File: config.mk
export PLATFORM = sky130hd
export DESIGN_NAME = ufc_flow
export DESIGN_NICKNAME = d
export VERILOG_FILES = /design/src/rtl/ufc_pkg.sv /design/src/rtl/ufc_flow.sv
export SDC_FILE = /design/constraint.sdc
export NUM_CORES = 1
export LEC_CHECK = 0
export BUFFER_PORTS_ARGS = -buffer_cell sky130_fd_sc_hd__buf_4
export CAP_MARGIN = 30
export CORE_UTILIZATION = 58
export CTS_BUF_LIST = sky130_fd_sc_hd__clkbuf_8 sky130_fd_sc_hd__clkbuf_16
export DETAILED_ROUTE_END_ITERATION = 8
export MAX_ROUTING_LAYER = met4
export PLACE_DENSITY = 0.79
export REMOVE_ABC_BUFFERS = 1
export SETUP_SLACK_MARGIN = 0.4
export SYNTH_ARGS = -nofsm -noshare
export SYNTH_HDL_FRONTEND = slang
export SYNTH_SLANG_ARGS = --single-unit
File: constraint.sdc
create_clock -name I_REF_CLK -period 2.9 [get_ports I_REF_CLK]
set_input_delay 0.435 -clock I_REF_CLK [delete_from_list [all_inputs] [get_ports I_REF_CLK]]
set_output_delay 0.435 -clock I_REF_CLK [all_outputs]
set_load 0.03 [all_outputs]
File: src/rtl/ufc_pkg.sv
package ufc_pkg;

   // ----------------------------------------------------------------
   // register byte offsets
   // ----------------------------------------------------------------
   localparam logic [7:0] FEAT_OFF    = 8'h00;
   localparam logic [7:0] MODEM_OFF   = 8'h04;
   localparam logic [7:0] INT_EN_OFF  = 8'h08;
   localparam logic [7:0] INT_ST_OFF  = 8'h0C;
   localparam logic [7:0] LINE_OFF    = 8'h10;
   localparam logic [7:0] FCTL_OFF    = 8'h14;
   localparam logic [7:0] HDX_DLY_OFF = 8'h18;
   localparam logic [7:0] RESUME1_OFF = 8'h1C;
   localparam logic [7:0] RESUME2_OFF = 8'h20;
   localparam logic [7:0] PAUSE1_OFF  = 8'h24;
   localparam logic [7:0] PAUSE2_OFF  = 8'h28;
   localparam logic [7:0] STATUS_OFF  = 8'h2C;

   // ----------------------------------------------------------------
   // field positions
   // ----------------------------------------------------------------
   localparam int FEAT_AUTO_CTS = 7;
   localparam int FEAT_AUTO_RTS = 6;
   localparam int FEAT_SPECIAL  = 5;
   localparam int FEAT_GATE     = 4;
   localparam int FEAT_TX_DBL   = 3;
   localparam int FEAT_TX_SEND  = 2;
   localparam int FEAT_RX_DBL   = 1;
   localparam int FEAT_RX_SW    = 0;
   localparam int MODEM_RTS     = 1;
   localparam int IE_CTS        = 7;
   localparam int IE_RTS        = 6;
   localparam int IE_PAUSE      = 5;
   localparam int IS_FLOW       = 5;
   localparam int IS_CHAR       = 4;
   localparam int FCTL_HDX      = 3;

   // ----------------------------------------------------------------
   // reset values and timing
   // ----------------------------------------------------------------
   localparam logic [7:0] RESET_BYTE = 8'h00;
   localparam logic [4:0] CHAR_FRAME = 5'h07;  // start, stop, five data bits

   // fill thresholds per trigger select, entry 3 listed first
   localparam logic [3:0][6:0] RTS_OFF_LVL = {7'h3C, 7'h3C, 7'h38, 7'h10};
   localparam logic [3:0][6:0] RTS_ON_LVL  = {7'h38, 7'h10, 7'h08, 7'h00};
   localparam logic [3:0][6:0] PAUSE_LVL   = {7'h3C, 7'h38, 7'h10, 7'h08};
   localparam logic [3:0][6:0] RESUME_LVL  = {7'h38, 7'h10, 7'h08, 7'h00};

   typedef enum logic [1:0] {HDX_IDLE, HDX_SETUP, HDX_SEND, HDX_TURN} ufc_hdx_t;

   typedef struct packed {
      logic       valid;
      logic [7:0] data;
   } ufc_char_t;

   typedef struct packed {
      logic [7:0]  feat, modem, int_en, line, fctl, hdly;
      logic [7:0]  res1, res2, pau1, pau2;
      logic        sts_flow, sts_char, rts_n, cts_prev, paused, rts_off;
      logic        pend_v, pend_res, defer_v;
      logic [7:0]  pend_c, defer_c;
      ufc_char_t   rx_out;
      logic        sent, snd_v, snd_two;
      logic [4:0]  xcnt;
      logic [7:0]  snd_c0, snd_c1;
      ufc_hdx_t    hst;
      logic [3:0]  hcnt;
      logic        tx_en, tx_hold, tx_empty, irq;
      logic [31:0] prdata;
      logic        pready, pslverr;
   } ufc_state_t;

endpackage

File: src/rtl/ufc_flow.sv
// Our own choices: register access over APB and the address map.
module ufc_flow (
   input  wire logic              I_REF_CLK,
   input  wire logic              I_SYS_RST,
   input  wire logic              PSEL,
   input  wire logic              PENABLE,
   input  wire logic              PWRITE,
   input  wire logic [7:0]        PADDR,
   input  wire logic [31:0]       PWDATA,
   output logic [31:0]            PRDATA,
   output logic                   PREADY,
   output logic                   PSLVERR,
   input  wire ufc_pkg::ufc_char_t I_RX_CHAR,
   input  wire logic [6:0]        I_RX_LEVEL,
   input  wire logic              I_CTS_N,
   input  wire logic              I_TX_TICK,
   input  wire logic              I_TX_LOAD,
   input  wire logic              I_TX_IDLE,
   input  wire logic              I_HOLD_EMPTY,
   input  wire logic              I_SHIFT_EMPTY,
   input  wire logic              I_FC_DONE,
   output ufc_pkg::ufc_char_t     O_RX_CHAR,
   output ufc_pkg::ufc_char_t     O_FC_SEND,
   output logic                   O_RTS_N,
   output logic                   O_TX_HOLD,
   output logic                   O_TX_ENABLE,
   output logic                   O_TX_EMPTY,
   output logic                   O_IRQ
);
   import ufc_pkg::*;

   ufc_state_t s, n;
   logic [7:0] mask;
   logic [7:0] rd;
   logic       hit;
   logic       cv;
   logic [7:0] cc;
   logic       p_hit, r_hit, store;
   logic       acc, wr;
   logic [1:0] trig;
   logic [4:0] two_chars;
   logic       hdx, rts_act;

   // ----------------------------------------------------------------
   // helpers
   // ----------------------------------------------------------------
   // compare only the bits of the selected word length
   function automatic logic eq(input logic [7:0] a, input logic [7:0] b,
                               input logic [7:0] m);
      eq = ((a ^ b) & m) == 8'h00;
   endfunction

   // ----------------------------------------------------------------
   // register read decode
   // ----------------------------------------------------------------
   always_comb begin
      hit = 1'b1;
      rd  = 8'h00;
      unique case (PADDR)
         FEAT_OFF:    rd = s.feat;
         MODEM_OFF:   rd = s.modem;
         INT_EN_OFF:  rd = s.int_en;
         INT_ST_OFF:  rd = {2'h0, s.sts_flow, s.sts_char, 4'h0};
         LINE_OFF:    rd = s.line;
         FCTL_OFF:    rd = s.fctl;
         HDX_DLY_OFF: rd = s.hdly;
         RESUME1_OFF: rd = s.res1;
         RESUME2_OFF: rd = s.res2;
         PAUSE1_OFF:  rd = s.pau1;
         PAUSE2_OFF:  rd = s.pau2;
         STATUS_OFF:  rd = {s.hst, s.sent, s.snd_v, s.rts_off, s.paused,
                            s.tx_hold, s.tx_en};
         default: begin
            hit = 1'b0;
         end
      endcase
   end

   // ----------------------------------------------------------------
   // next state
   // ----------------------------------------------------------------
   always_comb begin
      n         = s;
      trig      = s.fctl[1:0];
      hdx       = s.fctl[FCTL_HDX];
      mask      = 8'(8'hFF >> (2'h3 - s.line[1:0]));
      two_chars = 5'((5'({3'h0, s.line[1:0]}) + CHAR_FRAME) << 1);
      p_hit     = 1'b0;
      r_hit     = 1'b0;
      store     = 1'b0;

      // apb: one wait state, write lands on the edge that sees pready
      acc = PSEL & PENABLE;
      wr  = acc & s.pready & PWRITE & hit;
      n.pready  = acc & ~s.pready;
      n.pslverr = acc & ~s.pready & ~hit;
      if (acc & ~s.pready) begin
         n.prdata = {24'h0, rd};
      end
      if (wr) begin
         unique case (PADDR)
            FEAT_OFF:    n.feat   = PWDATA[7:0];
            MODEM_OFF:   n.modem  = PWDATA[7:0];
            INT_EN_OFF:  n.int_en = PWDATA[7:0];
            LINE_OFF:    n.line   = PWDATA[7:0];
            FCTL_OFF:    n.fctl   = PWDATA[7:0];
            HDX_DLY_OFF: n.hdly   = PWDATA[7:0];
            RESUME1_OFF: n.res1   = PWDATA[7:0];
            RESUME2_OFF: n.res2   = PWDATA[7:0];
            PAUSE1_OFF:  n.pau1   = PWDATA[7:0];
            PAUSE2_OFF:  n.pau2   = PWDATA[7:0];
            INT_ST_OFF: begin
               // write one to clear; hardware sets below win
               if (PWDATA[IS_FLOW]) n.sts_flow = 1'b0;
               if (PWDATA[IS_CHAR]) n.sts_char = 1'b0;
            end
            default: begin
               n.feat = n.feat;
            end
         endcase
      end

      // receive character path, a deferred char is replayed first
      cv = I_RX_CHAR.valid | s.defer_v;
      cc = s.defer_v ? s.defer_c : I_RX_CHAR.data;
      n.defer_v = 1'b0;
      n.rx_out.valid = 1'b0;
      if (cv) begin
         if (!s.feat[FEAT_RX_SW]) begin
            store = 1'b1;
         end else if (!s.feat[FEAT_RX_DBL]) begin
            p_hit = eq(cc, s.pau1, mask);
            r_hit = eq(cc, s.res1, mask) & ~p_hit;
            store = ~p_hit & ~r_hit;
         end else if (s.pend_v) begin
            n.pend_v = 1'b0;
            if (eq(cc, s.pend_res ? s.res2 : s.pau2, mask)) begin
               p_hit = ~s.pend_res;
               r_hit = s.pend_res;
            end else begin
               // first of pair was data after all: emit it, replay this one
               n.rx_out  = '{valid: 1'b1, data: s.pend_c};
               n.defer_v = 1'b1;
               n.defer_c = cc;
            end
         end else if (eq(cc, s.pau1, mask) | eq(cc, s.res1, mask)) begin
            // hold a possible pair head back from the fifo
            n.pend_v   = 1'b1;
            n.pend_res = ~eq(cc, s.pau1, mask);
            n.pend_c   = cc;
         end else begin
            store = 1'b1;
         end
      end
      if (store) begin
         n.rx_out = '{valid: 1'b1, data: cc};
         if (s.feat[FEAT_SPECIAL] & eq(cc, s.pau2, mask)) begin
            n.sts_char = 1'b1;
         end
      end
      if (p_hit) begin
         n.paused = 1'b1;
         if (s.int_en[IE_PAUSE]) n.sts_char = 1'b1;
      end
      if (r_hit) begin
         n.paused   = 1'b0;
         n.sts_char = 1'b0;
      end
      if (!s.feat[FEAT_RX_SW]) begin
         n.paused = 1'b0;
         n.pend_v = 1'b0;
      end

      // auto rts hysteresis on receive fill
      if (s.feat[FEAT_AUTO_RTS] & s.modem[MODEM_RTS]) begin
         if (I_RX_LEVEL >= RTS_OFF_LVL[trig]) begin
            n.rts_off = 1'b1;
         end else if (I_RX_LEVEL <= RTS_ON_LVL[trig]) begin
            n.rts_off = 1'b0;
         end
      end else begin
         n.rts_off = 1'b0;
      end

      // half duplex direction sequencer, delays in baud ticks
      if (!hdx) begin
         n.hst = HDX_IDLE;
      end else begin
         unique case (s.hst)
            HDX_IDLE: begin
               if (I_TX_LOAD | ~I_TX_IDLE) begin
                  n.hst  = HDX_SETUP;
                  n.hcnt = s.hdly[7:4];
               end
            end
            HDX_SETUP: begin
               if (s.hcnt == 4'h0) begin
                  n.hst = HDX_SEND;
               end else if (I_TX_TICK) begin
                  n.hcnt = s.hcnt - 4'h1;
               end
            end
            HDX_SEND: begin
               if (I_TX_IDLE & ~I_TX_LOAD) begin
                  n.hst  = HDX_TURN;
                  n.hcnt = s.hdly[3:0];
               end
            end
            HDX_TURN: begin
               if (I_TX_LOAD | ~I_TX_IDLE) begin
                  n.hst = HDX_SEND;
               end else if (s.hcnt == 4'h0) begin
                  n.hst = HDX_IDLE;
               end else if (I_TX_TICK) begin
                  n.hcnt = s.hcnt - 4'h1;
               end
            end
         endcase
      end
      n.tx_en = ~hdx | (n.hst == HDX_SEND);

      // rts pin: direction in half duplex, else modem bit gated by fill
      rts_act = hdx ? (n.hst != HDX_IDLE) : (s.modem[MODEM_RTS] & ~n.rts_off);
      n.rts_n = ~rts_act;
      if (~s.rts_n & n.rts_n & s.int_en[IE_RTS] & s.feat[FEAT_GATE]) begin
         n.sts_flow = 1'b1;
      end
      n.cts_prev = I_CTS_N;
      if (I_CTS_N & ~s.cts_prev & s.int_en[IE_CTS] & s.feat[FEAT_GATE]) begin
         n.sts_flow = 1'b1;
      end

      // hold is a level, transmitter finishes its frame first
      n.tx_hold = (s.feat[FEAT_AUTO_CTS] & I_CTS_N) | n.paused;

      // pause/resume character generation
      if (s.snd_v & I_FC_DONE) begin
         n.snd_c0  = s.snd_c1;
         n.snd_two = 1'b0;
         n.snd_v   = s.snd_two;
      end
      if (!s.feat[FEAT_TX_SEND]) begin
         n.sent = 1'b0;
         n.xcnt = 5'h00;
      end else if (!s.sent) begin
         if (I_RX_LEVEL < PAUSE_LVL[trig]) begin
            n.xcnt = 5'h00;
         end else if (s.xcnt >= two_chars) begin
            if (!s.snd_v) begin
               n.snd_v   = 1'b1;
               n.snd_two = s.feat[FEAT_TX_DBL];
               n.snd_c0  = s.pau1;
               n.snd_c1  = s.pau2;
               n.sent    = 1'b1;
               n.xcnt    = 5'h00;
            end
         end else if (I_TX_TICK) begin
            n.xcnt = s.xcnt + 5'h01;
         end
      end else if (I_RX_LEVEL <= RESUME_LVL[trig] & ~s.snd_v) begin
         n.snd_v   = 1'b1;
         n.snd_two = s.feat[FEAT_TX_DBL];
         n.snd_c0  = s.res1;
         n.snd_c1  = s.res2;
         n.sent    = 1'b0;
      end

      // empty event source moves to the shift register in half duplex
      n.tx_empty = hdx ? I_SHIFT_EMPTY : I_HOLD_EMPTY;
      n.irq      = n.sts_flow | n.sts_char;
   end

   // ----------------------------------------------------------------
   // state register
   // ----------------------------------------------------------------
   // all registers zero on reset except rts_n and tx_en, pin idles high
   always_ff @(posedge I_REF_CLK) begin
      if (I_SYS_RST) begin
         s         <= '0;
         s.feat    <= RESET_BYTE;
         s.res1    <= RESET_BYTE;
         s.res2    <= RESET_BYTE;
         s.pau1    <= RESET_BYTE;
         s.pau2    <= RESET_BYTE;
         s.rts_n   <= 1'b1;
         s.tx_en   <= 1'b1;
      end else begin
         s <= n;
      end
   end

   // ----------------------------------------------------------------
   // outputs, all from flops
   // ----------------------------------------------------------------
   assign PRDATA      = s.prdata;
   assign PREADY      = s.pready;
   assign PSLVERR     = s.pslverr;
   assign O_RX_CHAR   = s.rx_out;
   assign O_FC_SEND   = '{valid: s.snd_v, data: s.snd_c0};
   assign O_RTS_N     = s.rts_n;
   assign O_TX_HOLD   = s.tx_hold;
   assign O_TX_ENABLE = s.tx_en;
   assign O_TX_EMPTY  = s.tx_empty;
   assign O_IRQ       = s.irq;

   // ----------------------------------------------------------------
   // checks
   // ----------------------------------------------------------------
   rts_off_hi_a: assert property (@(posedge I_REF_CLK) disable iff (I_SYS_RST)
      (s.feat[FEAT_AUTO_RTS] & s.modem[MODEM_RTS] & ~s.fctl[FCTL_HDX]
       & I_RX_LEVEL >= RTS_OFF_LVL[s.fctl[1:0]]) |=> O_RTS_N)
      else $error("rts not released at upper fill");

   rts_on_lo_a: assert property (@(posedge I_REF_CLK) disable iff (I_SYS_RST)
      (s.feat[FEAT_AUTO_RTS] & s.modem[MODEM_RTS] & ~s.fctl[FCTL_HDX]
       & I_RX_LEVEL <= RTS_ON_LVL[s.fctl[1:0]]) |=> !O_RTS_N)
      else $error("rts not asserted at lower fill");

   rts_manual_a: assert property (@(posedge I_REF_CLK) disable iff (I_SYS_RST)
      (~s.feat[FEAT_AUTO_RTS] & ~s.fctl[FCTL_HDX] & ~wr) |=> O_RTS_N == !$past(s.modem[1]))
      else $error("rts not following modem bit");

   cts_hold_a: assert property (@(posedge I_REF_CLK) disable iff (I_SYS_RST)
      (s.feat[FEAT_AUTO_CTS] & I_CTS_N) |=> O_TX_HOLD)
      else $error("transmitter not held on cts");

   cts_irq_a: assert property (@(posedge I_REF_CLK) disable iff (I_SYS_RST)
      (I_CTS_N & ~s.cts_prev & s.int_en[IE_CTS] & s.feat[FEAT_GATE]) |=> O_IRQ ##1 O_IRQ)
      else $error("cts rise gave no interrupt");

   rts_irq_a: assert property (@(posedge I_REF_CLK) disable iff (I_SYS_RST)
      ($rose(O_RTS_N) && $past(s.int_en[IE_RTS] & s.feat[FEAT_GATE])) |-> s.sts_flow)
      else $error("rts rise not flagged");

   pause_eat_a: assert property (@(posedge I_REF_CLK) disable iff (I_SYS_RST)
      (I_RX_CHAR.valid & ~s.defer_v & s.feat[FEAT_RX_SW] & ~s.feat[FEAT_RX_DBL]
       & eq(I_RX_CHAR.data, s.pau1, mask)) |=> !O_RX_CHAR.valid && O_TX_HOLD)
      else $error("pause char stored or not obeyed");

   hdx_setup_a: assert property (@(posedge I_REF_CLK) disable iff (I_SYS_RST)
      (s.fctl[FCTL_HDX] && s.hst == HDX_SETUP) |-> !O_TX_ENABLE && !O_RTS_N)
      else $error("data enabled during setup delay");

   hdx_empty_a: assert property (@(posedge I_REF_CLK) disable iff (I_SYS_RST)
      s.fctl[FCTL_HDX] |=> O_TX_EMPTY == $past(I_SHIFT_EMPTY))
      else $error("empty event not from shift register");

endmodule // ufc_flow

==> summary.md <==
| Metric | Value |
|---|---|
| Post-synth top area cell | dfxtp_1 |
| Full die area | 0.0149 sq mm |
| CP Data Arrival Time | 2790 ps |
| Minimum clock period | 2500 ps |
| Mapped cell area | 0.00835 sq mm |
| Endpoint type of the worst setup path | flip-flop |
| Critical Path RT | 3190 ps |
| Die Span X | 122 um |
| Worst-path clk slew | 60 ps |
| CTS tree | done |
| Min-delay worst type | input pin to flip-flop |
| Max clock buf depth | 2 |
| Final period utilization | 86.0% |
| HP Start | I_HOLD_EMPTY |
| Setup CP Type | flip-flop to flip-flop |
| Final routed DRC violation total | 0 |
| Share of cells above drive strength 1 | 21.7% |
| Finished Core Util | 70.3% |
| R2R depth | 9 |
| Number of global-route vias before repair | 6909 |
| Synth warn | 0 |
| Pin count of the biggest net entering global routing | 75 |
| Final wirelength | 24.1 mm |
| Synthesized flop and latch total | 158 |
| Worst-Skew Late Latency | 430 ps |
| Post-Syn Instances | 922 |
| Power Density | 498 mW/mm^2 |
| Critical R2R Capture | O_FC_SEND[4] |
| Pre-antenna DRT Iters | 6 |
| Crit path largest cell delay | 420 ps |
| Via-to-Cell Ratio | 6.27 |
| Root Buffer | clkbuf_16 |
| IO Port Bufs | 76 |
| Synth Flop Type | dfxtp_1 |
| Flop-to-flop setup slack | 400 ps |
| Initial DRC Count | 774 |
| Nets | 1084 |
| Kind of start point of the critical path | flip-flop |
| GR Overflow Total | 0 |
| Actual slew at the worst max-slew pin | 665 ps |
| Synth top area cells | dfxtp_1, mux2i_1, nor2_1 |
| Chip Height | 122 um |
| Final setup skew | 7.97 ps |
| Initial antenna violation count | 0 |
| RePlAce Congestion | 0.974 |
| Hold Path Sink | O_TX_EMPTY |
| Post-Place Cell Area | 0.00901 sq mm |
| Worst VDD drop | 506 uV |
| Setup WS post-layout | 405 ps |
| Synth top area share | 37.9% |
| Row count | 43 |
| Crit path cell chain | inv_1 > ha_1 > nor2b_1 > o21a_1 > o21a_1 > nor4_2 > buf_4 > a21oi_1 > a221oi_1 |
| Maximum net fanout on the critical path | 18 |
| Crit path max-delay cell type | dfxtp_2 |
| CTS H-tree lvls | 4 |
| Yosys cell types | 69 |
| Post-DP HPWL | 16.6 mm |
| # IOs | 125 |
| Post-synth EDFFs | 0 |
| Register area share after synthesis | 37.9% |
| Core Box Area | 0.0140 sq mm |
| Number of hold violations in the final report | 0 |
| Ant diodes | 0 |
| Fin. max-slew vios | 0 |
| R2r startpoint | s[143] |
| Highest Clock Rate | 0.401 GHz |
| Area added between synthesis and finish | 17.8% |
| LEAKAGE | 3.57 nW |
| Syn avg cell area | 9.06 sq um |
| Max cap viols | 0 |
| Setup_tns | 0 ps |
| Max-slew headroom | 55.5% |
| Top cell by count, worst path | o21a_1 |
| Num Clock Sinks | 158 |
| Fin area | 0.00984 sq mm |
| Final Setup Violations | 0 |
| Total Power | 0.00490 W |
| Initial core utilization | 59.7% |
| Outcome | completed |
| Antenna Nets Post-Route | 0 |
| Post-CTS Hold Buffers | 0 |
| First-pass GRT wire length | 37.0 mm |
| RSZ-0062 raised after global routing | yes |
| Setup WS pre-CTS | 183 ps |
| CTS Buf Count | 17 |
| Ys async rst share | 0% |
| Hold Path Depth | 3 |
| Gr usage total | 33.7% |
| WL/cell | 20.2 um |
| Routed via count | 7488 |
-- kinds of logic after synthesis --
group | Yosys count | synth area share [%]
buffers and inverters | 125 | 8.10
adders and majority gates | 15 | 2.25
other | 1 | 0.0449
and+or+nand+nor | 257 | 14.8
AOI/OAI and AO/OA | 229 | 20.1
xor gates and xnor gates | 30 | 3.15
muxes | 107 | 13.7
DFF | 158 | 37.9
-- per-layer routing --
| layer | up-vias | wire length, um | part of all wire (%) | global-route usage [%] |
|---|---|---|---|---|
| met4 | 0 | 851 | 3.5 | 14.1 |
| met1 | 3522 | 9900 | 41 | 41.7 |
| li1 | 3447 | - | - | - |
| met2 | 446 | 11200 | 46 | 52.9 |
| met3 | 73 | 2180 | 9.1 | 7.54 |
| met5 | - | 0 | 0 | - |
-- cells in the final DEF (no fill, tap or decap), types with 4 or more instances in the layout --
cell / synthesis / routed
conb_1: 1 / 24
a22oi_1: 53 / 51
and3_1: 5 / 5
ha_1: 15 / 15
a211oi_1: 25 / 25
o21ai_0: 19 / 19
and2_1: 4 / 4
a21o_1: 4 / 4
clkbuf_16: 0 / 17
mux2i_1: 97 / 97
o221a_2: 5 / 5
inv_1: 27 / 28
nand2_1: 35 / 35
xor2_1: 6 / 6
a221oi_1: 11 / 11
nor2_1: 136 / 136
xnor2_1: 24 / 24
a31oi_1: 9 / 8
o211ai_1: 11 / 11
buf_4: 50 / 127
a21oi_1: 45 / 45
nor2b_1: 7 / 7
o2bb2ai_1: 8 / 8
nor3_2: 11 / 12
mux2i_4: 5 / 6
nand3b_1: 4 / 4
nor3_1: 10 / 9
nand2b_1: 6 / 6
nand3_1: 14 / 13
nand4_1: 8 / 8
dfxtp_1: 158 / 155
-- cell usage after synthesis, types with 6 or more instances --
cell / instances
o2bb2ai_1: 8
a31oi_1: 9
xnor2_1: 24
clkbuf_1: 34
nor2_1: 136
a21oi_1: 45
nor2b_1: 7
a211oi_1: 25
nor3_2: 11
xor2_1: 6
inv_1: 27
nand2b_1: 6
a221oi_1: 11
o211ai_1: 11
buf_1: 7
mux2i_1: 97
nand4_1: 8
nor3_1: 10
dfxtp_1: 158
nand2_1: 35
o21ai_0: 19
a22oi_1: 53
buf_4: 50
nand3_1: 14
ha_1: 15
-- power by group --
group | total [W] | switching, W | leakage (nW) | internal, W
Clock | 0.00230 | 0.000926 | 0.298 | 0.00138
Combinational | 0.000399 | 0.000254 | 1.99 | 0.000145
Sequential | 0.00220 | 0.00000972 | 1.28 | 0.00219
Total | 0.00490 | 0.00119 | 3.57 | 0.00371
-- cell type report --
class	instances	area [sq um]
clock buffer	18	439
clock inverter	14	168
fill	1083	4150
inverter	28	105
multi-input combinational	662	4690
sequential	158	3170
tap	180	225
timing repair buffer	134	1050
-- worst max-delay path by stage --
stage                       from      endpoint  cells past startpoint
after global placement    s[143]         O_IRQ                      9
after CTS                  s[93]         s[87]                      9
after floorplan            s[93]  O_RX_CHAR[1]                      7
after detailed placement  s[143]         O_IRQ                      9
final                     s[143]  O_FC_SEND[4]                      9
after global routing      s[150]         s[50]                     10
-- worst max-delay path: cells and delay by family (launching register included) --
kind,cells,cell delay (ps)
buffers and inverters,2,410
flip-flops,1,420
AND/OR/NAND/NOR,2,340
adder cells (fa/ha/maj),1,290
AO/OA/AOI/OAI,4,880
-- per-stage QoR --
step	std cells	hold slack, ps
2_1_floorplan	848	432
3_3_place_gp	1148	444
3_5_place_dp	1149	447
4_1_cts	1188	253
5_1_grt	1194	254
6_report	1194	245
-- sequential cells by signal, indices dropped and copies added (netlist names) --
| name | cells |
|---|---|
| O_TX_EMPTY | 1 |
| O_TX_HOLD | 1 |
| hdx | 1 |
| PREADY | 1 |
| O_FC_SEND | 9 |
| PSLVERR | 1 |
| O_RTS_N | 1 |
| s | 124 |
| PRDATA | 8 |
| O_RX_CHAR | 9 |
| O_TX_ENABLE | 1 |
| O_IRQ | 1 |
-- what timing repair did --
| item | CTS | global route |
|---|---|---|
| pin swaps | 1 | 5 |
| setup buffers | 7 | 6 |
| gates resized for setup | 3 | 20 |
| cloned | 0 | 0 |
| hold endpoints to repair | 0 | 0 |
| endpoints found under the setup margin | 24 | 42 |
Power figures use the tool's default switching activity.
